===== src/bst_pkg.sv =====
// Constants and types shared by the boundary-scan test port
package bst_pkg;

  // ****************************************************************
  // Instruction register
  // ****************************************************************
  localparam int IR_LEN = 4;
  localparam logic [3:0] OP_EXTEST = 4'h0;
  localparam logic [3:0] OP_SAMPLE = 4'h1;
  localparam logic [3:0] OP_IDCODE = 4'h2;
  localparam logic [3:0] OP_CLAMP = 4'h3;
  localparam logic [3:0] OP_HIGHZ = 4'h4;
  localparam logic [3:0] OP_BYPASS = 4'hF;
  // Low bits 01 are the fixed capture pattern of the instruction path
  localparam logic [3:0] IR_CAPTURE = 4'h1;

  // ****************************************************************
  // Identification word and data paths
  // ****************************************************************
  localparam int ID_LEN = 32;
  // Arbitrary identity values
  localparam logic [3:0] ID_VERSION = 4'h1;
  localparam logic [15:0] ID_PART = 16'h0A5C;
  localparam logic [10:0] ID_MFR = 11'h07E;
  localparam logic ID_FIXED = 1'h1;
  localparam logic PASS_CAPTURE = 1'h0;
  localparam int CELLS_PER_PIN = 2;
  localparam int FIFO_DEPTH = 8;
  localparam int TMS_RESET_EDGES = 5;

  // ****************************************************************
  // Types
  // ****************************************************************
  typedef enum logic [3:0] {
    ST_E2DR = 4'h0, ST_E1DR = 4'h1, ST_SHDR = 4'h2, ST_PDR = 4'h3,
    ST_SIR = 4'h4, ST_UDR = 4'h5, ST_CDR = 4'h6, ST_SDR = 4'h7,
    ST_E2IR = 4'h8, ST_E1IR = 4'h9, ST_SHIR = 4'hA, ST_PIR = 4'hB,
    ST_RTI = 4'hC, ST_UIR = 4'hD, ST_CIR = 4'hE, ST_TLR = 4'hF
  } bst_state_t;

  typedef struct packed {
    logic tck;
    logic tms;
    logic tdi;
  } bst_pins_t;

endpackage : bst_pkg


===== src/bst_fifo.sv =====
// Small FIFO with a registered read stage
`timescale 1ns/1ps
module bst_fifo #(
  parameter int W = 1,
  parameter int DEPTH = 8
) (
  input wire logic clk, // System clock
  input wire logic rst, // Synchronous reset
  input wire logic clk_en, // Freezes all state when low
  input wire logic in_valid, // Write request
  output logic in_ready, // Space available
  input wire logic [W-1:0] in_data, // Write data
  output logic out_valid, // Read data present
  input wire logic out_ready, // Consumer takes word
  output logic [W-1:0] out_data // Registered read data
);
  localparam int AW = $clog2(DEPTH);
  localparam logic [AW:0] FULL = (AW+1)'(DEPTH);

  logic [W-1:0] mem_q [DEPTH];
  logic [AW-1:0] wp_q, rp_q;
  logic [AW:0] cnt_q;
  logic ov_q;
  logic [W-1:0] od_q;

  // Handshake decode
  wire wr = in_valid && in_ready;
  wire load = (cnt_q != '0) && (!ov_q || out_ready);
  wire drop = ov_q && out_ready && !load;
  assign in_ready = (cnt_q != FULL);
  assign out_valid = ov_q;
  assign out_data = od_q;

  // Storage array, no reset needed on data
  always_ff @(posedge clk) begin
    if (clk_en && wr) begin
      mem_q[wp_q] <= in_data;
    end
  end

  // Pointers, count and output stage
  always_ff @(posedge clk) begin
    if (rst) begin
      wp_q <= '0;
      rp_q <= '0;
      cnt_q <= '0;
      ov_q <= 1'h0;
      od_q <= '0;
    end else if (clk_en) begin
      if (wr) wp_q <= wp_q + AW'(1);
      if (load) rp_q <= rp_q + AW'(1);
      if (load) od_q <= mem_q[rp_q];
      cnt_q <= cnt_q + (AW+1)'(wr) - (AW+1)'(load);
      if (load) ov_q <= 1'h1;
      else if (drop) ov_q <= 1'h0;
    end
  end

endmodule : bst_fifo


===== src/bst_tap.sv =====
// Boundary-scan test access port with chain, identity and bypass paths
`timescale 1ns/1ps
module bst_tap #(
  parameter int N_PINS = 16,
  parameter int FIFO_DEPTH = bst_pkg::FIFO_DEPTH
) (
  input wire logic clk, // 250 MHz system clock
  input wire logic rst, // Synchronous reset, active high
  input wire logic clk_en, // Freezes all state when low
  input wire bst_pkg::bst_pins_t jtag_i, // Test clock, mode, data-in
  output logic tdo, // Test data out
  output logic tdo_oe, // High while data-out is driven
  input wire logic [N_PINS-1:0] core_out, // Core value for each pin
  input wire logic [N_PINS-1:0] core_oe, // Core enable for each pin
  input wire logic [N_PINS-1:0] pad_in, // Level seen at each pin
  output logic [N_PINS-1:0] pad_out, // Value driven to each pin
  output logic [N_PINS-1:0] pad_oe // Enable for each pin
);
  localparam int CL = bst_pkg::CELLS_PER_PIN * N_PINS;
  localparam int IL = bst_pkg::IR_LEN;
  localparam logic [2:0] RUN_MAX = 3'(bst_pkg::TMS_RESET_EDGES);

  // ****************************************************************
  // Pin synchronisers and test clock edges
  // ****************************************************************
  bst_pkg::bst_pins_t pin_s1_q, pin_s2_q;
  logic tck_s3_q;
  logic [N_PINS-1:0] pad_s1_q, pad_s2_q;

  // Two flops on every pin from outside the clock domain
  always_ff @(posedge clk) begin
    if (rst) begin
      pin_s1_q <= '0;
      pin_s2_q <= '0;
      tck_s3_q <= 1'h0;
      pad_s1_q <= '0;
      pad_s2_q <= '0;
    end else if (clk_en) begin
      pin_s1_q <= jtag_i;
      pin_s2_q <= pin_s1_q;
      tck_s3_q <= pin_s2_q.tck;
      pad_s1_q <= pad_in;
      pad_s2_q <= pad_s1_q;
    end
  end

  // Edge detect looks only at the second and third stages
  wire rise_ev = pin_s2_q.tck && !tck_s3_q;
  wire fall_ev = !pin_s2_q.tck && tck_s3_q;
  wire tms = pin_s2_q.tms;
  wire tdi = pin_s2_q.tdi;
  wire fifo_rdy;
  // A full output queue drops the one-cycle edge pulse, so the state does not move on it
  wire step = rise_ev && fifo_rdy;

  // ****************************************************************
  // Controller state machine
  // ****************************************************************
  bst_pkg::bst_state_t state_q, state_d;

  // Next state from mode-select, split into data and instruction arms
  always_comb begin
    state_d = state_q;
    unique case (state_q)
      bst_pkg::ST_TLR: state_d = tms ? bst_pkg::ST_TLR : bst_pkg::ST_RTI;
      bst_pkg::ST_RTI: state_d = tms ? bst_pkg::ST_SDR : bst_pkg::ST_RTI;
      bst_pkg::ST_SDR: state_d = tms ? bst_pkg::ST_SIR : bst_pkg::ST_CDR;
      bst_pkg::ST_CDR: state_d = tms ? bst_pkg::ST_E1DR : bst_pkg::ST_SHDR;
      bst_pkg::ST_SHDR: state_d = tms ? bst_pkg::ST_E1DR : bst_pkg::ST_SHDR;
      bst_pkg::ST_E1DR: state_d = tms ? bst_pkg::ST_UDR : bst_pkg::ST_PDR;
      bst_pkg::ST_PDR: state_d = tms ? bst_pkg::ST_E2DR : bst_pkg::ST_PDR;
      bst_pkg::ST_E2DR: state_d = tms ? bst_pkg::ST_UDR : bst_pkg::ST_SHDR;
      bst_pkg::ST_UDR: state_d = tms ? bst_pkg::ST_SDR : bst_pkg::ST_RTI;
      bst_pkg::ST_SIR: state_d = tms ? bst_pkg::ST_TLR : bst_pkg::ST_CIR;
      bst_pkg::ST_CIR: state_d = tms ? bst_pkg::ST_E1IR : bst_pkg::ST_SHIR;
      bst_pkg::ST_SHIR: state_d = tms ? bst_pkg::ST_E1IR : bst_pkg::ST_SHIR;
      bst_pkg::ST_E1IR: state_d = tms ? bst_pkg::ST_UIR : bst_pkg::ST_PIR;
      bst_pkg::ST_PIR: state_d = tms ? bst_pkg::ST_E2IR : bst_pkg::ST_PIR;
      bst_pkg::ST_E2IR: state_d = tms ? bst_pkg::ST_UIR : bst_pkg::ST_SHIR;
      bst_pkg::ST_UIR: state_d = tms ? bst_pkg::ST_SDR : bst_pkg::ST_RTI;
    endcase
  end

  // State moves only on an accepted rising test clock edge
  always_ff @(posedge clk) begin
    if (rst) state_q <= bst_pkg::ST_TLR;
    else if (clk_en && step) state_q <= state_d;
  end

  wire in_cdr = (state_q == bst_pkg::ST_CDR);
  wire in_shdr = (state_q == bst_pkg::ST_SHDR);
  wire in_udr = (state_q == bst_pkg::ST_UDR);
  wire in_cir = (state_q == bst_pkg::ST_CIR);
  wire in_shir = (state_q == bst_pkg::ST_SHIR);
  wire in_uir = (state_q == bst_pkg::ST_UIR);
  wire in_shift = in_shdr || in_shir;

  // ****************************************************************
  // Instruction register and decode
  // ****************************************************************
  logic [IL-1:0] ir_sh_q, ir_q;

  // Capture, shift, then update into the active instruction
  always_ff @(posedge clk) begin
    if (rst) begin
      ir_sh_q <= bst_pkg::IR_CAPTURE;
      ir_q <= bst_pkg::OP_IDCODE;
    end else if (clk_en && step) begin
      if (in_cir) ir_sh_q <= bst_pkg::IR_CAPTURE;
      if (in_shir) ir_sh_q <= {tdi, ir_sh_q[IL-1:1]};
      if (state_d == bst_pkg::ST_TLR) ir_q <= bst_pkg::OP_IDCODE;
      else if (in_uir) ir_q <= ir_sh_q;
    end
  end

  // Opcode decode; unknown codes fall back to bypass
  wire op_extest = (ir_q == bst_pkg::OP_EXTEST);
  wire op_sample = (ir_q == bst_pkg::OP_SAMPLE);
  wire op_clamp = (ir_q == bst_pkg::OP_CLAMP);
  wire op_highz = (ir_q == bst_pkg::OP_HIGHZ);
  wire sel_id = (ir_q == bst_pkg::OP_IDCODE);
  wire sel_bsc = op_extest || op_sample;
  wire sel_pass = !sel_id && !sel_bsc;
  wire drive_test = op_extest || op_clamp;

  // ****************************************************************
  // Data registers
  // ****************************************************************
  logic single_bit_passthrough_q;
  logic [bst_pkg::ID_LEN-1:0] device_identity_shift_reg_q;
  logic [CL-1:0] boundary_scan_chain_q, chain_upd_q;
  logic [CL-1:0] chain_cap;

  // Identity word with its fixed bit in the lsb
  wire [bst_pkg::ID_LEN-1:0] id_word = {bst_pkg::ID_VERSION,
    bst_pkg::ID_PART, bst_pkg::ID_MFR, bst_pkg::ID_FIXED};

  // Cell 2i is the observe-only in cell, 2i+1 the out cell
  for (genvar i = 0; i < N_PINS; i++) begin : g_cap
    assign chain_cap[2*i] = pad_s2_q[i];
    assign chain_cap[2*i+1] = drive_test ? chain_upd_q[2*i+1]
                                         : core_out[i];
  end

  // Bypass path, one bit only
  always_ff @(posedge clk) begin
    if (rst) single_bit_passthrough_q <= bst_pkg::PASS_CAPTURE;
    else if (clk_en && step && sel_pass) begin
      if (in_cdr) single_bit_passthrough_q <= bst_pkg::PASS_CAPTURE;
      if (in_shdr) single_bit_passthrough_q <= tdi;
    end
  end

  // Identity path loads the word, then shifts it out lsb first
  always_ff @(posedge clk) begin
    if (rst) device_identity_shift_reg_q <= id_word;
    else if (clk_en && step && sel_id) begin
      if (in_cdr) device_identity_shift_reg_q <= id_word;
      if (in_shdr) device_identity_shift_reg_q <=
        {tdi, device_identity_shift_reg_q[bst_pkg::ID_LEN-1:1]};
    end
  end

  // Scan chain; update stage keeps pins steady while shifting
  always_ff @(posedge clk) begin
    if (rst) begin
      boundary_scan_chain_q <= '0;
      chain_upd_q <= '0;
    end else if (clk_en && step && sel_bsc) begin
      if (in_cdr) boundary_scan_chain_q <= chain_cap;
      if (in_shdr) boundary_scan_chain_q <=
        {tdi, boundary_scan_chain_q[CL-1:1]};
      if (in_udr) chain_upd_q <= boundary_scan_chain_q;
    end
  end

  // ****************************************************************
  // Serial output queue and data-out pin
  // ****************************************************************
  logic push_q;
  logic fifo_ov;
  logic [0:0] fifo_od;
  logic tdo_q, tdo_oe_q;

  // Bit that the next falling edge must present
  wire ser_bit = in_shir ? ir_sh_q[0]
               : sel_id ? device_identity_shift_reg_q[0]
               : sel_bsc ? boundary_scan_chain_q[0]
               : single_bit_passthrough_q;
  wire push = push_q && in_shift;

  // Queue the output bit one cycle after the state has moved
  always_ff @(posedge clk) begin
    if (rst) push_q <= 1'h0;
    else if (clk_en) push_q <= step;
  end

  bst_fifo #(
    .W(1),
    .DEPTH(FIFO_DEPTH)
  ) u_fifo (
    .clk(clk),
    .rst(rst),
    .clk_en(clk_en),
    .in_valid(push),
    .in_ready(fifo_rdy),
    .in_data(ser_bit),
    .out_valid(fifo_ov),
    .out_ready(fall_ev),
    .out_data(fifo_od)
  );

  // Data-out and its enable move only on a falling test clock edge
  always_ff @(posedge clk) begin
    if (rst) begin
      tdo_q <= 1'h0;
      tdo_oe_q <= 1'h0;
    end else if (clk_en && fall_ev) begin
      tdo_oe_q <= in_shift;
      if (fifo_ov) tdo_q <= fifo_od[0];
    end
  end

  assign tdo = tdo_q;
  assign tdo_oe = tdo_oe_q;

  // ****************************************************************
  // Pin drive muxes
  // ****************************************************************
  logic [N_PINS-1:0] pad_out_q, pad_oe_q, pad_out_d, pad_oe_d;

  // Test modes take the pins from the update stage; highz floats all
  for (genvar i = 0; i < N_PINS; i++) begin : g_pad
    assign pad_out_d[i] = drive_test ? chain_upd_q[2*i+1] : core_out[i];
    assign pad_oe_d[i] = op_highz ? 1'h0
                       : drive_test ? 1'h1 : core_oe[i];
  end

  // Registered so every pin changes on a clean clock edge
  always_ff @(posedge clk) begin
    if (rst) begin
      pad_out_q <= '0;
      pad_oe_q <= '0;
    end else if (clk_en) begin
      pad_out_q <= pad_out_d;
      pad_oe_q <= pad_oe_d;
    end
  end

  assign pad_out = pad_out_q;
  assign pad_oe = pad_oe_q;

  // ****************************************************************
  // Assertions
  // ****************************************************************
  // Counts accepted edges with mode-select high, saturating
  logic [2:0] tms_run_q;
  always_ff @(posedge clk) begin
    if (rst) tms_run_q <= 3'h0;
    else if (clk_en && step) begin
      if (!tms) tms_run_q <= 3'h0;
      else if (tms_run_q != RUN_MAX) tms_run_q <= tms_run_q + 3'h1;
    end
  end
endmodule : bst_tap


===== config.mk =====
export PLATFORM = sky130hd
export DESIGN_NAME = bst_tap
export DESIGN_NICKNAME = d
export VERILOG_FILES = /design/src/bst_pkg.sv /design/src/bst_fifo.sv /design/src/bst_tap.sv
export SDC_FILE = /design/constraint.sdc
export NUM_CORES = 1
export LEC_CHECK = 0
export ABC_CLOCK_PERIOD_IN_PS = 5400
export BUFFER_PORTS_ARGS = -buffer_cell sky130_fd_sc_hd__buf_4
export CORE_ASPECT_RATIO = 0.7
export CORE_MARGIN = 4
export CORE_UTILIZATION = 45
export DETAILED_ROUTE_END_ITERATION = 7
export HOLD_SLACK_MARGIN = 0.08
export SYNTH_ARGS = -nofsm -noshare
export SYNTH_HDL_FRONTEND = slang
export SYNTH_SLANG_ARGS = --single-unit

===== constraint.sdc =====
create_clock -name clk -period 5.4 [get_ports clk]
set_input_delay 0.54 -clock clk [delete_from_list [all_inputs] [get_ports clk]]
set_output_delay 0.54 -clock clk [all_outputs]
set_load 0.02 [all_outputs]

# Word-level counts from Yosys, hierarchy flattened
# Memory sizes are Yosys's and may differ from the RTL's. A register that Yosys moved wholly into a read port is not among the register bits.
# Cells that the tools add are included.
# word_totals
ramBits	8
memories	1
ff_bits	194
out_inout_bits	34
# memory_table
name	words	width	read_ports	rd_ports_with_merged_regs	write_ports	line_no	source
u_fifo.mem_q	8	1	1	1	1	bst_fifo.sv:20	logic [W-1:0] mem_q [DEPTH];
# classes
n_mux	78
n_eq_ne	21
n_reduce_logical	45
n_addsub	4
# op_table
operator	n
32-bit two-way mux	4
1-bit two-way mux	58
4-bit one-hot mux with 12 select lines	1
4-bit equality test, second input constant	9
4-bit by 3-bit equality test with 1-bit output, second input constant	5
4-bit two-way mux	5
2-bit AND reduction	10
4-bit by 2-bit equality test with 1-bit output, second input constant	4
1-bit logical AND	15
2-bit two-way mux	6
3-bit two-way mux	4
4-bit by 1-bit equality test with 1-bit output, second input constant	2
4-bit zero test	2
2-bit nonzero test	4
3-bit by 1-bit adder with 3-bit output, second input constant	2
1-bit zero test	6
4-bit by 1-bit adder with 4-bit output	1
1-bit logical OR	4
4-bit inequality test, second input constant	1
4-bit nonzero test	1
2-bit OR reduction	2
4-bit by 1-bit subtractor with 4-bit output	1
3-bit OR reduction	1

# Depth between registers and ports, before layout
# logic_depth
depth_word	8
depth_mapped	12
ltp_nobuf	12

# By module
# A second synthesis with hierarchy kept.
# unflattened
hier_cells	835
area_unflattened_um2	7797.5
# by_module_without_submodules
mod	seq_area_each_um2	n_inst	area_each_um2	cells_each
bst_tap	3343.2	1	6769.0	740
bst_fifo	480.5	1	1028.5	95

# Least setup slack after synthesis
# No wires, ideal clock.
# synth_timing
kind	register -> register
startpoint	register u_fifo.cnt_q[2]
endpoint	register u_fifo.cnt_q[1]
stages_incl_launch_ff	10
arrival_ps	2130
required_ps	5314
path_slack_ps	3185
path_buffers	1
path_cell_list	dfxtp_1 > inv_1 > ha_1 > or3b_2 > clkbuf_1 > and2_1 > ha_1 > inv_1 > fa_1 > a211oi_1
# synth_between
elab_chain_len	4
word_cells_on_any_way	6
# synth_rtl
element	line_no	source
from (decl)	bst_fifo.sv:22	logic [AW:0] cnt_q;
from (signal assigned)	bst_fifo.sv:53	cnt_q <= cnt_q + (AW+1)'(wr) - (AW+1)'(load);
4-bit inequality test	bst_fifo.sv:30	assign in_ready = (cnt_q != FULL);
1-bit logical AND	bst_fifo.sv:27	wire wr = in_valid && in_ready;
4-bit by 1-bit adder with 4-bit output	bst_fifo.sv:53	
4-bit by 1-bit subtractor with 4-bit output (*)	bst_fifo.sv:53	
# Every way passes the cells marked *; elsewhere a longest branch is shown, timed or not.
# A chain may end at the register's enable or synchronous reset.

==> flow_results.xml <==
<?xml version="1.0" encoding="UTF-8"?>
<metrics>
  <group name="outcome">
    <metric name="outcome" unit="">completed</metric>
  </group>
  <group name="worst_hold_path">
    <metric name="timing.hold.worst.class" unit="">in -&gt; reg</metric>
  </group>
  <group name="timing">
    <metric name="layout_worst_path_cycle_share" unit="%">54.2</metric>
    <metric name="layout_min_cycle_time" unit="ps">2930</metric>
    <metric name="final-setup-viol-count" unit="">0</metric>
    <metric name="clock_skew" unit="ps">8.46</metric>
    <metric name="highest_clock_rate" unit="MHz">342</metric>
    <metric name="totalNegativeSetupSlack" unit="ps">0</metric>
    <metric name="setup_repair_after_global_routing_missed_its_margin" unit="">false</metric>
    <metric name="relSlewSlack" unit="%">25.4</metric>
    <metric name="report.final.hold_viol_count" unit="">0</metric>
    <metric name="slew_violations" unit="">0</metric>
    <metric name="holdWs" unit="ps">345</metric>
    <metric name="tightest_slew" unit="ps">1120</metric>
  </group>
  <group name="setup_path">
    <metric name="timing.critical_path.arrival" unit="ps">3280</metric>
    <metric name="required_arrival_time_at_the_worst_endpoint" unit="ps">5750</metric>
    <metric name="path_cells" unit="">buf_4, buf_4, inv_1, nor2_1, o21ai_0, a21oi_1</metric>
    <metric name="timing.critical_path.to_type" unit="">flip-flop</metric>
    <metric name="endpoint" unit="">pad_oe[1]</metric>
    <metric name="crit_type" unit="">in -&gt; reg</metric>
    <metric name="start_kind" unit="">input port</metric>
    <metric name="timing.reg2reg.setup_slack" unit="ps">2590</metric>
    <metric name="ff2ff_path_depth" unit="">5</metric>
    <metric name="critical_path.most_common_cell" unit="">sky130_fd_sc_hd__buf_4</metric>
    <metric name="setup.worst_path.start" unit="">clk_en</metric>
    <metric name="regToRegStartpoint" unit="">state_q[1]</metric>
    <metric name="cp_slowest_stage_delay" unit="ps">750</metric>
    <metric name="r2r_end" unit="">boundary_scan_chain_q[5]</metric>
    <metric name="worstPathMaxFanout" unit="">44</metric>
    <metric name="cell_with_the_largest_stage_delay_on_the_worst_path" unit="">sky130_fd_sc_hd__nor2_1</metric>
  </group>
  <group name="clock_network">
    <metric name="cts-buffers-inserted" unit="">17</metric>
    <metric name="clk_transition_reported_paths" unit="ps">70</metric>
    <metric name="post-cts-setup-buffer-count" unit="">0</metric>
    <metric name="tritoncts" unit="">built</metric>
    <metric name="clk_latency" unit="ps">430</metric>
    <metric name="postCtsHoldBufs" unit="">0</metric>
    <metric name="clock_path_buffers" unit="">2</metric>
    <metric name="post_cts_resize_count" unit="">0</metric>
    <metric name="number_of_sinks_handled_by_clock_tree_synthesis" unit="">187</metric>
    <metric name="clock-root-buffer" unit="">sky130_fd_sc_hd__clkbuf_16</metric>
    <metric name="ctsHtreeMaxLevel" unit="">4</metric>
  </group>
  <group name="routing">
    <metric name="postRouteAntennaNets" unit="">0</metric>
    <metric name="wl" unit="mm">18.2</metric>
    <metric name="via_per_inst" unit="">5.47</metric>
    <metric name="drtIter0Drc" unit="">608</metric>
    <metric name="post_drt_wl_per_cell" unit="um">16.5</metric>
    <metric name="post-route-drc-count" unit="">0</metric>
    <metric name="via_count" unit="">6026</metric>
    <metric name="detailed_router_iteration_count_before_antenna_repair" unit="">5</metric>
  </group>
  <group name="finish">
    <metric name="drive_gt1_share" unit="%">17.2</metric>
    <metric name="top_library_cells_by_usage_in_the_layout_fill_and_taps_aside" unit="">179 x sky130_fd_sc_hd__dfxtp_1, 133 x sky130_fd_sc_hd__nor2_1, 95 x sky130_fd_sc_hd__buf_4</metric>
    <metric name="nets" unit="">927</metric>
    <metric name="fillers" unit="">1460</metric>
    <metric name="ff_latch_area" unit="mm^2">0.00382</metric>
    <metric name="design_area_final" unit="mm^2">0.00908</metric>
    <metric name="commonest_non_fill_non_tap_cell_in_the_layout" unit="">sky130_fd_sc_hd__dfxtp_1</metric>
    <metric name="multi_input_comb_area" unit="mm^2">0.00360</metric>
    <metric name="area_growth" unit="%">17.3</metric>
    <metric name="antennaDiodeCount" unit="">0</metric>
  </group>
  <group name="yosys">
    <metric name="synth-simple-area-share" unit="%">17.9</metric>
    <metric name="synthFlopType" unit="">sky130_fd_sc_hd__dfxtp_1</metric>
    <metric name="share_of_the_synthesized_area_in_compound_gates_ao_oa_aoi_oai" unit="%">13.6</metric>
    <metric name="largest_family_of_logic_cells_by_synthesized_area" unit="">simple AND/OR/NAND/NOR gates</metric>
    <metric name="total_standard_cell_area_after_synthesis" unit="mm^2">0.00774</metric>
    <metric name="ys_seq_area_share" unit="%">49.4</metric>
    <metric name="edff_count_synth" unit="">8</metric>
    <metric name="yosysUniqueCellTypes" unit="">59</metric>
    <metric name="yosysWarningCount" unit="">0</metric>
    <metric name="synth_xor_xnor_area_share" unit="%">0.566</metric>
    <metric name="synth_mux_area_share" unit="%">12.9</metric>
    <metric name="synth-async-reset-ratio" unit="%">0</metric>
    <metric name="synth_area_per_cell" unit="um^2">9.49</metric>
    <metric name="syn_nets" unit="">879</metric>
    <metric name="netlist_instances" unit="">816</metric>
    <metric name="synthAdderAreaFrac" unit="%">1.55</metric>
    <metric name="yosys_register_bits" unit="">187</metric>
  </group>
  <group name="run">
    <metric name="maxCapViolCount" unit="">0</metric>
  </group>
  <group name="floorplanning">
    <metric name="die_height" unit="um">118</metric>
    <metric name="boundaryPins" unit="">88</metric>
    <metric name="core_outline_area" unit="mm^2">0.0166</metric>
    <metric name="chipWidth" unit="um">165</metric>
    <metric name="area_of_the_die" unit="mm^2">0.0194</metric>
    <metric name="initial_utilization" unit="%">46.7</metric>
    <metric name="placementRows" unit="">39</metric>
  </group>
  <group name="global_routing">
    <metric name="global_router_s_overall_resource_usage" unit="%">19.1</metric>
    <metric name="initial_antenna_violation_count" unit="">0</metric>
    <metric name="wire_length_of_the_first_global_routing_pass" unit="mm">29.9</metric>
    <metric name="largest_net_degree_at_the_start_of_global_routing" unit="">78</metric>
    <metric name="grt_pass1_vias" unit="">5651</metric>
    <metric name="grt_remaining_overflow" unit="">0</metric>
  </group>
  <group name="power_and_ir_drop">
    <metric name="cellLeakagePower" unit="nW">3.65</metric>
    <metric name="ir_worst_vdd" unit="mV">0.180</metric>
    <metric name="power" unit="W">0.00320</metric>
    <metric name="p_per_area" unit="mW/mm^2">352</metric>
  </group>
  <group name="placed_design">
    <metric name="port-buffer-count" unit="">87</metric>
    <metric name="place.gp.congestion" unit="">0.834</metric>
    <metric name="postPlaceCellArea" unit="mm^2">0.00846</metric>
    <metric name="dp.final_hpwl" unit="mm">12.4</metric>
  </group>
</metrics>
-- cell families (layout without fill, tap and decap cells) --
kind of cell             Yosys count  after routing
AO/OA/AOI/OAI                    154            154
buffers and inverters             77            138
AND/OR/NAND/NOR                  287            287
XOR/XNOR                           5              5
multiplexers                      97             97
flip-flops                       187            187
adder cells (fa/ha/maj)            9              9
-- worst min path at each step --
stage / startpoint / end / slack [ps] / cells after the start
2_1_floorplan: device_identity_shift_reg_q[17] / device_identity_shift_reg_q[17] / 430 / 2
3_3_place_gp: device_identity_shift_reg_q[29] / device_identity_shift_reg_q[29] / 440 / 2
3_5_place_dp: device_identity_shift_reg_q[31] / device_identity_shift_reg_q[31] / 450 / 2
4_1_cts: pad_in[11] / pad_s1_q[11] / 330 / 3
5_1_grt: jtag_i[2] / pin_s1_q[2] / 350 / 3
6_report: jtag_i[0] / pin_s1_q[0] / 350 / 3
-- layer usage --
| metal | global-route usage (%) | wire length (um) |
|---|---|---|
| met1 | 31.4 | 9710 |
| met2 | 24.3 | 6930 |
| met3 | 4.90 | 1420 |
| met4 | 4.26 | 121 |
| met5 | 0 | 0 |
-- cell type report --
class	count	share of cell area, %
clock buffers	20	5.14
clock inverters	12	1.76
inverters	11	0.455
multi-input cells	552	39.6
flip-flops and latches	187	42.1
well taps	225	3.10
repair buffers	95	7.85
-- sequential cells by signal, summed over array words and instances, names as in the netlist, 8 cells and up --
| register | cells |
|---|---|
| pad_oe | 16 |
| pad_s1_q | 16 |
| pad_out | 16 |
| pad_s2_q | 16 |
| device_identity_shift_reg_q | 32 |
| chain_upd_q | 16 |
| boundary_scan_chain_q | 32 |
| u_fifo.mem_q | 8 |
-- critical path, delay by kind of cell --
kind	cells	cell delay, ps
simple gates	1	750
compound gates	2	460
buf+inv	3	1500
-- report_power, final --
part	total (W)	internal, W	switching [W]
clock network	0.00131	0.000771	0.000542
logic	0.000392	0.000177	0.000215
registers	0.00149	0.00144	0.0000536
-- cells in the mapped netlist, types with 2 or more instances --
cell                       instances  area (um^2)
sky130_fd_sc_hd__nor2_1          133          499
sky130_fd_sc_hd__buf_1             5         18.8
sky130_fd_sc_hd__nand2b_1          4         25.0
sky130_fd_sc_hd__a211oi_1         36          270
sky130_fd_sc_hd__o21ai_0          37          185
sky130_fd_sc_hd__o221ai_1          7         61.3
sky130_fd_sc_hd__edfxtp_1          8          240
sky130_fd_sc_hd__or2_2             2         12.5
sky130_fd_sc_hd__ha_1              8          100
sky130_fd_sc_hd__o221ai_2         10          150
sky130_fd_sc_hd__nor4_4            2         42.5
sky130_fd_sc_hd__nor4b_1           2         17.5
sky130_fd_sc_hd__dfxtp_1         179         3580
sky130_fd_sc_hd__a32o_1            3         30.0
sky130_fd_sc_hd__nand4_1          20          125
sky130_fd_sc_hd__nor3_1           18         90.1
sky130_fd_sc_hd__nand3b_1         19          143
sky130_fd_sc_hd__nand2_1          61          229
sky130_fd_sc_hd__mux4_2            2         45.0
sky130_fd_sc_hd__nand4b_1          2         17.5
sky130_fd_sc_hd__mux2i_1          94          941
sky130_fd_sc_hd__inv_1            10         37.5
sky130_fd_sc_hd__buf_6             2         22.5
sky130_fd_sc_hd__a22oi_1           5         37.5
sky130_fd_sc_hd__nand3_1           4         20.0
sky130_fd_sc_hd__buf_2             6         30.0
sky130_fd_sc_hd__clkbuf_1         50          188
sky130_fd_sc_hd__xor2_1            2         17.5
sky130_fd_sc_hd__xnor2_1           3         26.3
sky130_fd_sc_hd__a31oi_1           3         18.8
sky130_fd_sc_hd__buf_4             3         22.5
sky130_fd_sc_hd__and3b_1           2         17.5
sky130_fd_sc_hd__nor3b_1           3         22.5
sky130_fd_sc_hd__a21oi_1          46          230
-- through the flow --
step | cells | utilization, % | setup slack, ps
CTS | 1102 | 54.8 | 2510
finish | 1102 | 54.8 | 2470
global route | 1102 | 54.8 | 2140
floorplan | 816 | - | 3180
global placement | 1070 | 51.0 | 2230
detailed placement | 1070 | 51.0 | 2080
No activity file was read; power rests on OpenSTA's default activity.
